[src/shared/efuse_pkg.sv]
// Constants, register map and state codes of the fault supervisor.
// Assumes a single 100 MHz clock and comparator flags from the analog side.
package efuse_pkg;

  localparam int CLK_PERIOD_NS = 10;

  function automatic int cycles_up(input int ns);
    int c;
    c = (ns + CLK_PERIOD_NS - 1) / CLK_PERIOD_NS;
    return (c < 1) ? 1 : c;
  endfunction : cycles_up

  ////////////////////////////////////////////////////////////////////////////
  // Times in ns and their cycle counts
  localparam int GOOD_ASSERT_DEGLITCH_NS = 1000;
  localparam int GOOD_DEASSERT_DEGLITCH_NS = 1000;
  localparam int GS_FAULT_DELAY_NS = 10000;
  localparam int DISCHARGE_QUALIFY_TIME_NS = 50000;
  localparam int RETRY_DELAY_NS = 1000000;
  localparam int STARTUP_TIMEOUT_NS = 20000000;
  localparam int OVERCURRENT_BLANKING_TIMER_NS = 400000;
  localparam int PGA_CYCLES = cycles_up(GOOD_ASSERT_DEGLITCH_NS);
  localparam int PGD_CYCLES = cycles_up(GOOD_DEASSERT_DEGLITCH_NS);
  localparam int GS_CYCLES = cycles_up(GS_FAULT_DELAY_NS);
  localparam int QOD_CYCLES = cycles_up(DISCHARGE_QUALIFY_TIME_NS);
  localparam int RST_CYCLES = cycles_up(RETRY_DELAY_NS);
  localparam int SU_CYCLES = cycles_up(STARTUP_TIMEOUT_NS);
  localparam int ITIMER_CYCLES = cycles_up(OVERCURRENT_BLANKING_TIMER_NS);

  ////////////////////////////////////////////////////////////////////////////
  // Register map, byte addresses
  localparam int ADDR_W = 4;
  localparam logic [3:0] CTRL_OFFSET = 4'h0;
  localparam logic [3:0] FAULT_OFFSET = 4'h4;
  localparam logic [3:0] STATE_OFFSET = 4'h8;
  localparam logic CTRL_RESET = 1'b0;
  localparam logic [1:0] RESP_OKAY = 2'h0;
  localparam logic [1:0] RESP_SLVERR = 2'h2;

  // Latched fault bit positions
  localparam int NUM_FAULTS = 7;
  localparam int F_OT = 0;
  localparam int F_CB = 1;
  localparam int F_FT = 2;
  localparam int F_SU = 3;
  localparam int F_GS = 4;
  localparam int F_GD = 5;
  localparam int F_PEER = 6;
  localparam int PEER_GUARD = 3;

  typedef enum logic [2:0] {
    S_OFF = 3'h0,
    S_INRUSH = 3'h1,
    S_ON = 3'h3,
    S_COOL = 3'h2,
    S_RETRY = 3'h6,
    S_LATCHED = 3'h7
  } sup_state_t;

endpackage : efuse_pkg

[src/delay_timer.sv]
// Qualification timer: done after CYCLES edges with run held high.
// Assumes run drops to restart; dropping run clears done at once and the count on the next edge.
`timescale 1ns/10ps
module delay_timer #(
  parameter int CYCLES = 4
) (
  input wire logic clk_in,
  input wire logic resetn_in,
  input wire logic run_in,
  output logic done_out
);
  localparam int W = $clog2(CYCLES + 1);
  localparam logic [W-1:0] LIMIT = W'(CYCLES);
  logic [W-1:0] count_reg;

  always_ff @(posedge clk_in or negedge resetn_in)
  begin
    if (!resetn_in)
      count_reg <= '0;
    else if (!run_in)
      count_reg <= '0;
    else if (count_reg != LIMIT)
      count_reg <= count_reg + 1'b1;
  end

  assign done_out = run_in && (count_reg == LIMIT);
endmodule : delay_timer

[src/efuse_fault_supervisor.sv]
// Fault supervisor: switch state machine, fault latches, fault line,
// power-good deglitch, output discharge and AXI4-Lite registers.
// Assumes comparator flags are asynchronous levels; AXI is on clk_in.
`timescale 1ns/10ps
module efuse_fault_supervisor #(
  parameter int QOD_CYCLES = efuse_pkg::QOD_CYCLES,
  parameter int RST_CYCLES = efuse_pkg::RST_CYCLES,
  parameter int SU_CYCLES = efuse_pkg::SU_CYCLES,
  parameter int ITIMER_CYCLES = efuse_pkg::ITIMER_CYCLES
) (
  input wire logic clk_in,
  input wire logic resetn_in,
  input wire logic en_above_sd_in,
  input wire logic en_above_lockout_in,
  input wire logic tj_over_tsd_in,
  input wire logic tj_cooled_in,
  input wire logic oc_over_in,
  input wire logic fast_trip_in,
  input wire logic vin_uvp_in,
  input wire logic vin_ovp_in,
  input wire logic gate_overdrive_in,
  input wire logic gate_near_vin_in,
  input wire logic gs_low_in,
  input wire logic vout_below_fb_in,
  input wire logic mode_open_in,
  input wire logic fault_indicator_line_in,
  output logic fault_indicator_line_out,
  output logic fault_indicator_line_oe_out,
  output logic gate_on_out,
  output logic power_good_output_out,
  output logic discharge_out,
  input wire logic [efuse_pkg::ADDR_W-1:0] awaddr_in,
  input wire logic awvalid_in,
  output logic awready_out,
  input wire logic [31:0] wdata_in,
  input wire logic [3:0] wstrb_in,
  input wire logic wvalid_in,
  output logic wready_out,
  output logic [1:0] bresp_out,
  output logic bvalid_out,
  input wire logic bready_in,
  input wire logic [efuse_pkg::ADDR_W-1:0] araddr_in,
  input wire logic arvalid_in,
  output logic arready_out,
  output logic [31:0] rdata_out,
  output logic [1:0] rresp_out,
  output logic rvalid_out,
  input wire logic rready_in
);
  localparam int NF = efuse_pkg::NUM_FAULTS;

  ////////////////////////////////////////////////////////////////////////////
  // Input synchronisation
  logic en_sd_ok_s, en_on_s, tj_over_s, cooled_s, oc_s, ft_s, uvp_s, ovp_s;
  logic overdrive_s, near_vin_s, gs_low_s, below_fb_s, mode_open_s, line_low_s;

  // Line is inverted before sync so the reset value reads as released, not as a peer fault
  sync_bits #(.WIDTH(14)) u_sync (
    .clk_in(clk_in),
    .resetn_in(resetn_in),
    .async_in({en_above_sd_in, en_above_lockout_in, tj_over_tsd_in, tj_cooled_in,
               oc_over_in, fast_trip_in, vin_uvp_in, vin_ovp_in, gate_overdrive_in,
               gate_near_vin_in, gs_low_in, vout_below_fb_in, mode_open_in,
               !fault_indicator_line_in}),
    .sync_out({en_sd_ok_s, en_on_s, tj_over_s, cooled_s, oc_s, ft_s, uvp_s, ovp_s,
               overdrive_s, near_vin_s, gs_low_s, below_fb_s, mode_open_s, line_low_s})
  );

  efuse_pkg::sup_state_t state_reg, state_next;
  logic [NF-1:0] faults_reg, faults_set;
  logic [efuse_pkg::PEER_GUARD-1:0] oe_hist_reg;
  logic inhibit_reg, gate_reg, pg_reg, dis_reg, dis_stop_reg, oe_reg;
  logic clear_all, retry_clear, any_fault, trip_auto, en_sd;
  logic su_done, itimer_done, gs_done, rst_done, qod_done, pga_done, pgd_done;
  logic in_window, drive_line;

  assign en_sd = !en_sd_ok_s;
  assign in_window = en_sd_ok_s && !en_on_s;
  // Grounded mode input selects auto-retry
  assign trip_auto = !mode_open_s;

  ////////////////////////////////////////////////////////////////////////////
  // Timers
  delay_timer #(.CYCLES(SU_CYCLES)) u_su (
    .clk_in(clk_in), .resetn_in(resetn_in),
    .run_in(state_reg == efuse_pkg::S_INRUSH), .done_out(su_done));
  delay_timer #(.CYCLES(ITIMER_CYCLES)) u_itimer (
    .clk_in(clk_in), .resetn_in(resetn_in),
    .run_in(state_reg == efuse_pkg::S_ON && oc_s), .done_out(itimer_done));
  delay_timer #(.CYCLES(efuse_pkg::GS_CYCLES)) u_gs (
    .clk_in(clk_in), .resetn_in(resetn_in),
    .run_in(state_reg == efuse_pkg::S_ON && gs_low_s), .done_out(gs_done));
  // Leaving retry on shutdown-level enable restarts this count
  delay_timer #(.CYCLES(RST_CYCLES)) u_rst (
    .clk_in(clk_in), .resetn_in(resetn_in),
    .run_in(state_reg == efuse_pkg::S_RETRY), .done_out(rst_done));
  delay_timer #(.CYCLES(QOD_CYCLES)) u_qod (
    .clk_in(clk_in), .resetn_in(resetn_in),
    .run_in(in_window), .done_out(qod_done));
  delay_timer #(.CYCLES(efuse_pkg::PGA_CYCLES)) u_pga (
    .clk_in(clk_in), .resetn_in(resetn_in),
    .run_in(state_reg == efuse_pkg::S_ON), .done_out(pga_done));
  delay_timer #(.CYCLES(efuse_pkg::PGD_CYCLES)) u_pgd (
    .clk_in(clk_in), .resetn_in(resetn_in),
    .run_in(state_reg != efuse_pkg::S_ON), .done_out(pgd_done));

  ////////////////////////////////////////////////////////////////////////////
  // Fault latches
  always_comb
  begin
    faults_set = '0;
    faults_set[efuse_pkg::F_OT] = tj_over_s;
    faults_set[efuse_pkg::F_CB] = itimer_done;
    faults_set[efuse_pkg::F_FT] = ft_s && gate_reg;
    faults_set[efuse_pkg::F_SU] = su_done;
    faults_set[efuse_pkg::F_GS] = su_done || gs_done;
    faults_set[efuse_pkg::F_GD] = near_vin_s && !gate_reg;
    // Own release needs a few cycles to show on the line
    faults_set[efuse_pkg::F_PEER] = line_low_s && (oe_hist_reg == '0);
  end

  assign clear_all = en_sd;
  assign retry_clear = state_reg == efuse_pkg::S_RETRY && rst_done && en_on_s;
  assign any_fault = (faults_reg != '0) || (faults_set != '0);

  // Set wins over clear so an event in the clearing cycle is kept
  always_ff @(posedge clk_in or negedge resetn_in)
  begin
    if (!resetn_in)
      faults_reg <= '0;
    else
      faults_reg <= (faults_reg & {NF{!(clear_all || retry_clear)}}) | faults_set;
  end

  ////////////////////////////////////////////////////////////////////////////
  // Switch state machine
  always_comb
  begin
    state_next = state_reg;
    unique case (state_reg)
      efuse_pkg::S_OFF, efuse_pkg::S_INRUSH, efuse_pkg::S_ON:
      begin
        if (any_fault && !en_sd)
          state_next = trip_auto ? efuse_pkg::S_COOL : efuse_pkg::S_LATCHED;
        else if (!en_on_s || uvp_s || ovp_s || inhibit_reg)
          state_next = efuse_pkg::S_OFF;
        else if (state_reg == efuse_pkg::S_OFF)
          state_next = efuse_pkg::S_INRUSH;
        else if (state_reg == efuse_pkg::S_INRUSH && overdrive_s)
          state_next = efuse_pkg::S_ON;
      end
      efuse_pkg::S_LATCHED:
      begin
        if (en_sd)
          state_next = efuse_pkg::S_OFF;
      end
      efuse_pkg::S_COOL:
      begin
        if (en_sd)
          state_next = efuse_pkg::S_OFF;
        else if (cooled_s && !tj_over_s)
          state_next = efuse_pkg::S_RETRY;
      end
      efuse_pkg::S_RETRY:
      begin
        if (en_sd)
          state_next = efuse_pkg::S_OFF;
        // A fault seen in the retry cycle itself must not let the gate rise
        else if (retry_clear && faults_set == '0 && !inhibit_reg && !uvp_s && !ovp_s)
          state_next = efuse_pkg::S_INRUSH;
      end
      default: state_next = efuse_pkg::S_OFF;
    endcase
  end

  always_ff @(posedge clk_in or negedge resetn_in)
  begin
    if (!resetn_in)
      state_reg <= efuse_pkg::S_OFF;
    else
      state_reg <= state_next;
  end

  // Gate drive follows the next state so a fault pulls it low at once
  always_ff @(posedge clk_in or negedge resetn_in)
  begin
    if (!resetn_in)
      gate_reg <= 1'b0;
    else
      gate_reg <= state_next == efuse_pkg::S_INRUSH || state_next == efuse_pkg::S_ON;
  end

  ////////////////////////////////////////////////////////////////////////////
  // Fault line: open drain, drives low only
  assign drive_line = (faults_reg != '0) || (faults_set != '0) || in_window || ovp_s
                      || (uvp_s && state_reg != efuse_pkg::S_ON)
                      || (oc_s && state_reg == efuse_pkg::S_INRUSH);

  always_ff @(posedge clk_in or negedge resetn_in)
  begin
    if (!resetn_in)
    begin
      oe_reg <= 1'b0;
      oe_hist_reg <= '0;
    end
    else
    begin
      oe_reg <= drive_line;
      oe_hist_reg <= {oe_hist_reg[efuse_pkg::PEER_GUARD-2:0], oe_reg};
    end
  end

  ////////////////////////////////////////////////////////////////////////////
  // Power-good: low from reset, set and cleared through deglitch timers
  always_ff @(posedge clk_in or negedge resetn_in)
  begin
    if (!resetn_in)
      pg_reg <= 1'b0;
    else if (pga_done)
      pg_reg <= 1'b1;
    else if (pgd_done)
      pg_reg <= 1'b0;
  end

  ////////////////////////////////////////////////////////////////////////////
  // Output discharge; once stopped it stays off until the window is left
  always_ff @(posedge clk_in or negedge resetn_in)
  begin
    if (!resetn_in)
      dis_stop_reg <= 1'b0;
    else if (!in_window)
      dis_stop_reg <= 1'b0;
    else if (below_fb_s || any_fault || tj_over_s)
      dis_stop_reg <= 1'b1;
  end

  always_ff @(posedge clk_in or negedge resetn_in)
  begin
    if (!resetn_in)
      dis_reg <= 1'b0;
    else
      dis_reg <= qod_done && !dis_stop_reg && !below_fb_s && !any_fault && !tj_over_s;
  end

  ////////////////////////////////////////////////////////////////////////////
  // AXI4-Lite slave; ready is a one-cycle registered offer
  logic aw_full_reg, w_full_reg, awready_reg, wready_reg, bvalid_reg;
  logic arready_reg, rvalid_reg;
  logic [efuse_pkg::ADDR_W-1:0] waddr_reg;
  logic [31:0] wdata_reg, rdata_reg;
  logic [3:0] wstrb_reg;
  logic [1:0] bresp_reg, rresp_reg;
  logic do_write;

  assign do_write = aw_full_reg && w_full_reg && !bvalid_reg;

  always_ff @(posedge clk_in or negedge resetn_in)
  begin
    if (!resetn_in)
    begin
      awready_reg <= 1'b0;
      wready_reg <= 1'b0;
      aw_full_reg <= 1'b0;
      w_full_reg <= 1'b0;
      waddr_reg <= '0;
      wdata_reg <= '0;
      wstrb_reg <= '0;
    end
    else
    begin
      awready_reg <= awvalid_in && !awready_reg && !aw_full_reg && !bvalid_reg;
      wready_reg <= wvalid_in && !wready_reg && !w_full_reg && !bvalid_reg;
      if (awvalid_in && awready_reg)
      begin
        aw_full_reg <= 1'b1;
        waddr_reg <= awaddr_in;
      end
      else if (do_write)
        aw_full_reg <= 1'b0;
      if (wvalid_in && wready_reg)
      begin
        w_full_reg <= 1'b1;
        wdata_reg <= wdata_in;
        wstrb_reg <= wstrb_in;
      end
      else if (do_write)
        w_full_reg <= 1'b0;
    end
  end

  // Software inhibit holds the switch off without clearing faults
  always_ff @(posedge clk_in or negedge resetn_in)
  begin
    if (!resetn_in)
    begin
      inhibit_reg <= efuse_pkg::CTRL_RESET;
      bvalid_reg <= 1'b0;
      bresp_reg <= efuse_pkg::RESP_OKAY;
    end
    else if (do_write)
    begin
      bvalid_reg <= 1'b1;
      bresp_reg <= efuse_pkg::RESP_OKAY;
      if (waddr_reg == efuse_pkg::CTRL_OFFSET)
      begin
        if (wstrb_reg[0])
          inhibit_reg <= wdata_reg[0];
      end
      else if (waddr_reg != efuse_pkg::FAULT_OFFSET && waddr_reg != efuse_pkg::STATE_OFFSET)
        bresp_reg <= efuse_pkg::RESP_SLVERR;
    end
    else if (bvalid_reg && bready_in)
      bvalid_reg <= 1'b0;
  end

  always_ff @(posedge clk_in or negedge resetn_in)
  begin
    if (!resetn_in)
    begin
      arready_reg <= 1'b0;
      rvalid_reg <= 1'b0;
      rdata_reg <= '0;
      rresp_reg <= efuse_pkg::RESP_OKAY;
    end
    else
    begin
      arready_reg <= arvalid_in && !arready_reg && !rvalid_reg;
      if (arvalid_in && arready_reg)
      begin
        rvalid_reg <= 1'b1;
        rresp_reg <= efuse_pkg::RESP_OKAY;
        unique case (araddr_in)
          efuse_pkg::CTRL_OFFSET: rdata_reg <= {31'h0, inhibit_reg};
          efuse_pkg::FAULT_OFFSET: rdata_reg <= {25'h0, faults_reg};
          efuse_pkg::STATE_OFFSET:
            rdata_reg <= {24'h0, trip_auto, oe_reg, gate_reg, dis_reg, pg_reg, state_reg};
          default:
          begin
            rdata_reg <= '0;
            rresp_reg <= efuse_pkg::RESP_SLVERR;
          end
        endcase
      end
      else if (rvalid_reg && rready_in)
        rvalid_reg <= 1'b0;
    end
  end

  assign fault_indicator_line_out = 1'b0;
  assign fault_indicator_line_oe_out = oe_reg;
  assign gate_on_out = gate_reg;
  assign power_good_output_out = pg_reg;
  assign discharge_out = dis_reg;
  assign awready_out = awready_reg;
  assign wready_out = wready_reg;
  assign bvalid_out = bvalid_reg;
  assign bresp_out = bresp_reg;
  assign arready_out = arready_reg;
  assign rvalid_out = rvalid_reg;
  assign rdata_out = rdata_reg;
  assign rresp_out = rresp_reg;
endmodule : efuse_fault_supervisor

[src/sync_bits.sv]
// Two-stage synchroniser for a group of independent level inputs.
// Assumes each bit is a slow level; no bus coherence between bits.
`timescale 1ns/10ps
module sync_bits #(
  parameter int WIDTH = 1
) (
  input wire logic clk_in,
  input wire logic resetn_in,
  input wire logic [WIDTH-1:0] async_in,
  output logic [WIDTH-1:0] sync_out
);
  logic [WIDTH-1:0] meta_reg;

  // First stage feeds only the second stage
  always_ff @(posedge clk_in or negedge resetn_in)
  begin
    if (!resetn_in)
    begin
      meta_reg <= '0;
      sync_out <= '0;
    end
    else
    begin
      meta_reg <= async_in;
      sync_out <= meta_reg;
    end
  end
endmodule : sync_bits

[config.mk]
export PLATFORM = sky130hd
export DESIGN_NAME = efuse_fault_supervisor
export DESIGN_NICKNAME = d
export VERILOG_FILES = /design/src/shared/efuse_pkg.sv /design/src/delay_timer.sv /design/src/efuse_fault_supervisor.sv /design/src/sync_bits.sv
export SDC_FILE = /design/constraint.sdc
export NUM_CORES = 1
export LEC_CHECK = 0
export BUFFER_PORTS_ARGS = -buffer_cell sky130_fd_sc_hd__clkbuf_2
export CORE_AREA = 2 2 132 108
export DETAILED_ROUTE_END_ITERATION = 10
export DIE_AREA = 0 0 134 110
export GPL_TIMING_DRIVEN = 0
export HOLD_SLACK_MARGIN = 0.15
export PLACE_DENSITY = 0.77
export SYNTH_ARGS = -nofsm -noshare
export SYNTH_HDL_FRONTEND = slang
export SYNTH_SLANG_ARGS = --single-unit
[constraint.sdc]
create_clock -name clk_in -period 2.2 [get_ports clk_in]
set_input_delay 0.33 -clock clk_in [delete_from_list [all_inputs] [get_ports clk_in]]
set_output_delay 0.33 -clock clk_in [all_outputs]
set_load 0.05 [all_outputs]
==> results.toml <==
[yosys]
syn_area_sq_mm = 0.00726
synth_warnings = 0
synth_area_leaders = "dfrtp_1, xor2_1, nor2_1"
seq_area_frac_synth_pct = 55.5
async_flop_share_pct = 100
avgSynthCellArea_sq_um = 10.5
yosysMostFrequentCell = "dfrtp_1"
netlist.top_cell.by_area = "dfrtp_1"
ys_ff_latch = 161
synth_cell_types = 55
synth_top_area_share_pct = 55.5
synthFlopType = "dfrtp_1"
synth_cells = 690
synth_edf_count = 0
netlist_top_cells_count = "dfrtp_1, nor2_1, nand2_1"

[timing]
max_freq_mhz = 476
finalCriticalPeriod_ns = 2.10
skew_ns = 0.00682
hold_viol_final = 0
timing.final.crit_share_pct = 95.5
drv_slew = 0
rsz0062_at_grt = "no"
tightest_slew_ns = 0.797
setup_violations = 0
maxSlewHeadroom_pct = 46.4

[power_and_ir_drop]
p_leak_nw = 3.84
p_int_mw = 5.56
clkPwrFrac_pct = 41.7
sw_frac_of_total_pct = 26.9
ir_worst_vdd_uv = 757
powerDensity_mw_per_mm2 = 867
p_sw_mw = 2.04
seq_power_share_pct = 44.9
p_comb_share_pct = 13.4

[drt]
drt_iter0_drc = 367
wirelength_mm = 14.6
drt_pre_antenna_iters = 5
vias = 5392
drc = 0
vias_per_cell = 5.36
avgRoutedWirePerCell_um = 14.5
ant_nets = 0

[cells_and_area]
areaGrowthSynthToFinish_pct = 20.9
final_area_sq_mm = 0.00877
layout-drive-gt1-share_pct = 15.7
nets = 892
antenna_cells = 0
largest_reg_flops = 21
fin_cells = 1006

[critical_path]
crit_path_end = "faults_reg[2]"
r2r-start = "u_rst.count_reg[0]"
start_kind = "register"
required_ns = 2.52
arrival_ns = 2.42
crit_fanout = 7
rr_worst_depth = 7
end_kind = "register"
path_cells = "inv_1 > ha_1 > nor4bb_1 > nand4_1 > buf_4 > o31a_1 > a22o_1"
r2r_slack_ns = 0.1
path_class = "register to register"
cp-startpoint = "u_rst.count_reg[0]"
rr_endpoint = "faults_reg[2]"
cpPeakStageDelay_ns = 0.43
critPathSlowestCell = "dfrtp_1"

[clock_network]
clk_latency_ns = 0.43
clk_pin_slew_ns = 0.06
cts_sinks = 161
cts_max_level = 4
cts_tree = "built"
clockBufferDepth = 2
cts_buffers = 17
clockRootBuffer = "clkbuf_16"

[floorplanning]
num_rows = 38
dieArea_sq_mm = 0.0147
fp.dieH_um = 110
io-pin-count = 111
die_w_um = 134
core_sq_mm = 0.0134
start_util_pct = 54.3

[global_route]
grt_pass1_wl_mm = 25.1
grt_pass1_vias = 5348
antenna_found_initial = 0
grtUsageTotal_pct = 21.9
grt_max_degree = 96
gr-total-overflow = 0

[place]
dp_hpwl_mm = 10.0
placed_cell_area_sq_mm = 0.00786
port-buffer-count = 49
dp_cells = 946
place.gp.congestion = 0.899

[min_path]
hold_class = "primary input to register"
hold_path.startpoint = "awvalid_in"

[run]
drv_cap = 0

[status]
outcome = "complete, no violations"
## worst min path at each step
stage	end	slack [ns]	cells after the start
floorplan	arready_out	0.03	0
detailed placement	u_sync.sync_out[10]	0.33	0
global placement	u_sync.sync_out[7]	0.34	0
CTS	awready_out	0.15	2
global route	awready_out	0.17	2
finish	awready_out	0.17	2
## critical path: cells and delay by family (launching register included)
family	cells	cell delay (ns)
AND/OR/NAND/NOR	2	0.52
buffers and inverters	2	0.29
flip-flops	1	0.43
adder cells (fa/ha/maj)	1	0.13
AO/OA/AOI/OAI	2	0.61
## per-layer routing
metal | vias to the layer above | routed length [um] | global-route usage [%]
li1 | 2581 | - | -
met1 | 2645 | 6560 | 28.3
met2 | 143 | 7070 | 35.6
met3 | 23 | 691 | 4.98
met4 | 0 | 307 | 10.4
met5 | - | 0 | 0
## area by class of cell
type	instances	area [sq um]
multi-input combinational	489	2970
sequential	161	4030
buffer	38	249
clock inverter	15	213
fill	1018	4590
tap	180	225
timing repair buffer	78	554
clock buffer	17	425
inverter	28	105
## repair_timing
item                                   4_1_cts  5_1_grt
hold buffers                                25        0
pin swaps                                    1        0
endpoints found under the hold margin       89        0
resized for setup                            0        2
setup endpoints to repair                    1        4
setup buffers                                3        0
## power groups by stage
stage / Clock [mW] / Combinational [mW] / Sequential, mW
floorplan: 0 / 0.567 / 3.55
global placement: 0 / 0.916 / 3.43
detailed placement: 0 / 0.974 / 3.45
CTS: 3.24 / 1.01 / 3.40
global route: 3.37 / 1.13 / 3.44
finish: 3.17 / 1.02 / 3.41
## stage by stage
step | setup TNS, ns | worst slack [ns] | hold slack, ns | power, mW | util, %
4_1_cts | 0 | 0.0939 | 0.154 | 7.65 | 65.7
3_5_place_dp | -0.0443 | -0.0443 | 0.335 | 4.43 | 58.9
6_report | 0 | 0.0983 | 0.171 | 7.61 | 65.7
3_3_place_gp | -288.12 | -1.80 | 0.335 | 4.35 | 58.6
2_1_floorplan | 0 | 0.150 | 0.0344 | 4.11 | -
5_1_grt | 0 | 0.00865 | 0.168 | 7.95 | 65.7
## layout by cell type (no fill, tap or decap), types with 13 or more instances in the layout
| master | netlist | layout |
|---|---|---|
| nand3_1 | 39 | 39 |
| or3_1 | 13 | 13 |
| nand2_1 | 52 | 52 |
| o21ai_0 | 28 | 28 |
| ha_1 | 14 | 14 |
| xor2_1 | 42 | 42 |
| a21oi_1 | 20 | 20 |
| nand4_1 | 15 | 15 |
| conb_1 | 1 | 27 |
| inv_1 | 28 | 28 |
| buf_4 | 27 | 30 |
| nor3_1 | 15 | 15 |
| clkbuf_16 | 0 | 17 |
| nor2_1 | 91 | 91 |
| dlygate4sd3_1 | 0 | 25 |
| xnor2_1 | 26 | 26 |
| clkbuf_2 | 0 | 49 |
| dfrtp_1 | 161 | 161 |
## logic make-up (layout without fill, tap and decap cells)
family                     Yosys count  in the layout  synth area share (%)
AOI/OAI and AO/OA                   78             78                  6.72
xor gates and xnor gates            68             68                  8.21
adders and majority gates           14             14                  2.41
buffers and inverters               66            176                  4.86
DFF                                161            161                  55.5
muxes                               13             13                  1.93
other                                1             27                0.0517
and+or+nand+nor                    289            289                  20.3
Power figures use the tool's default switching activity.
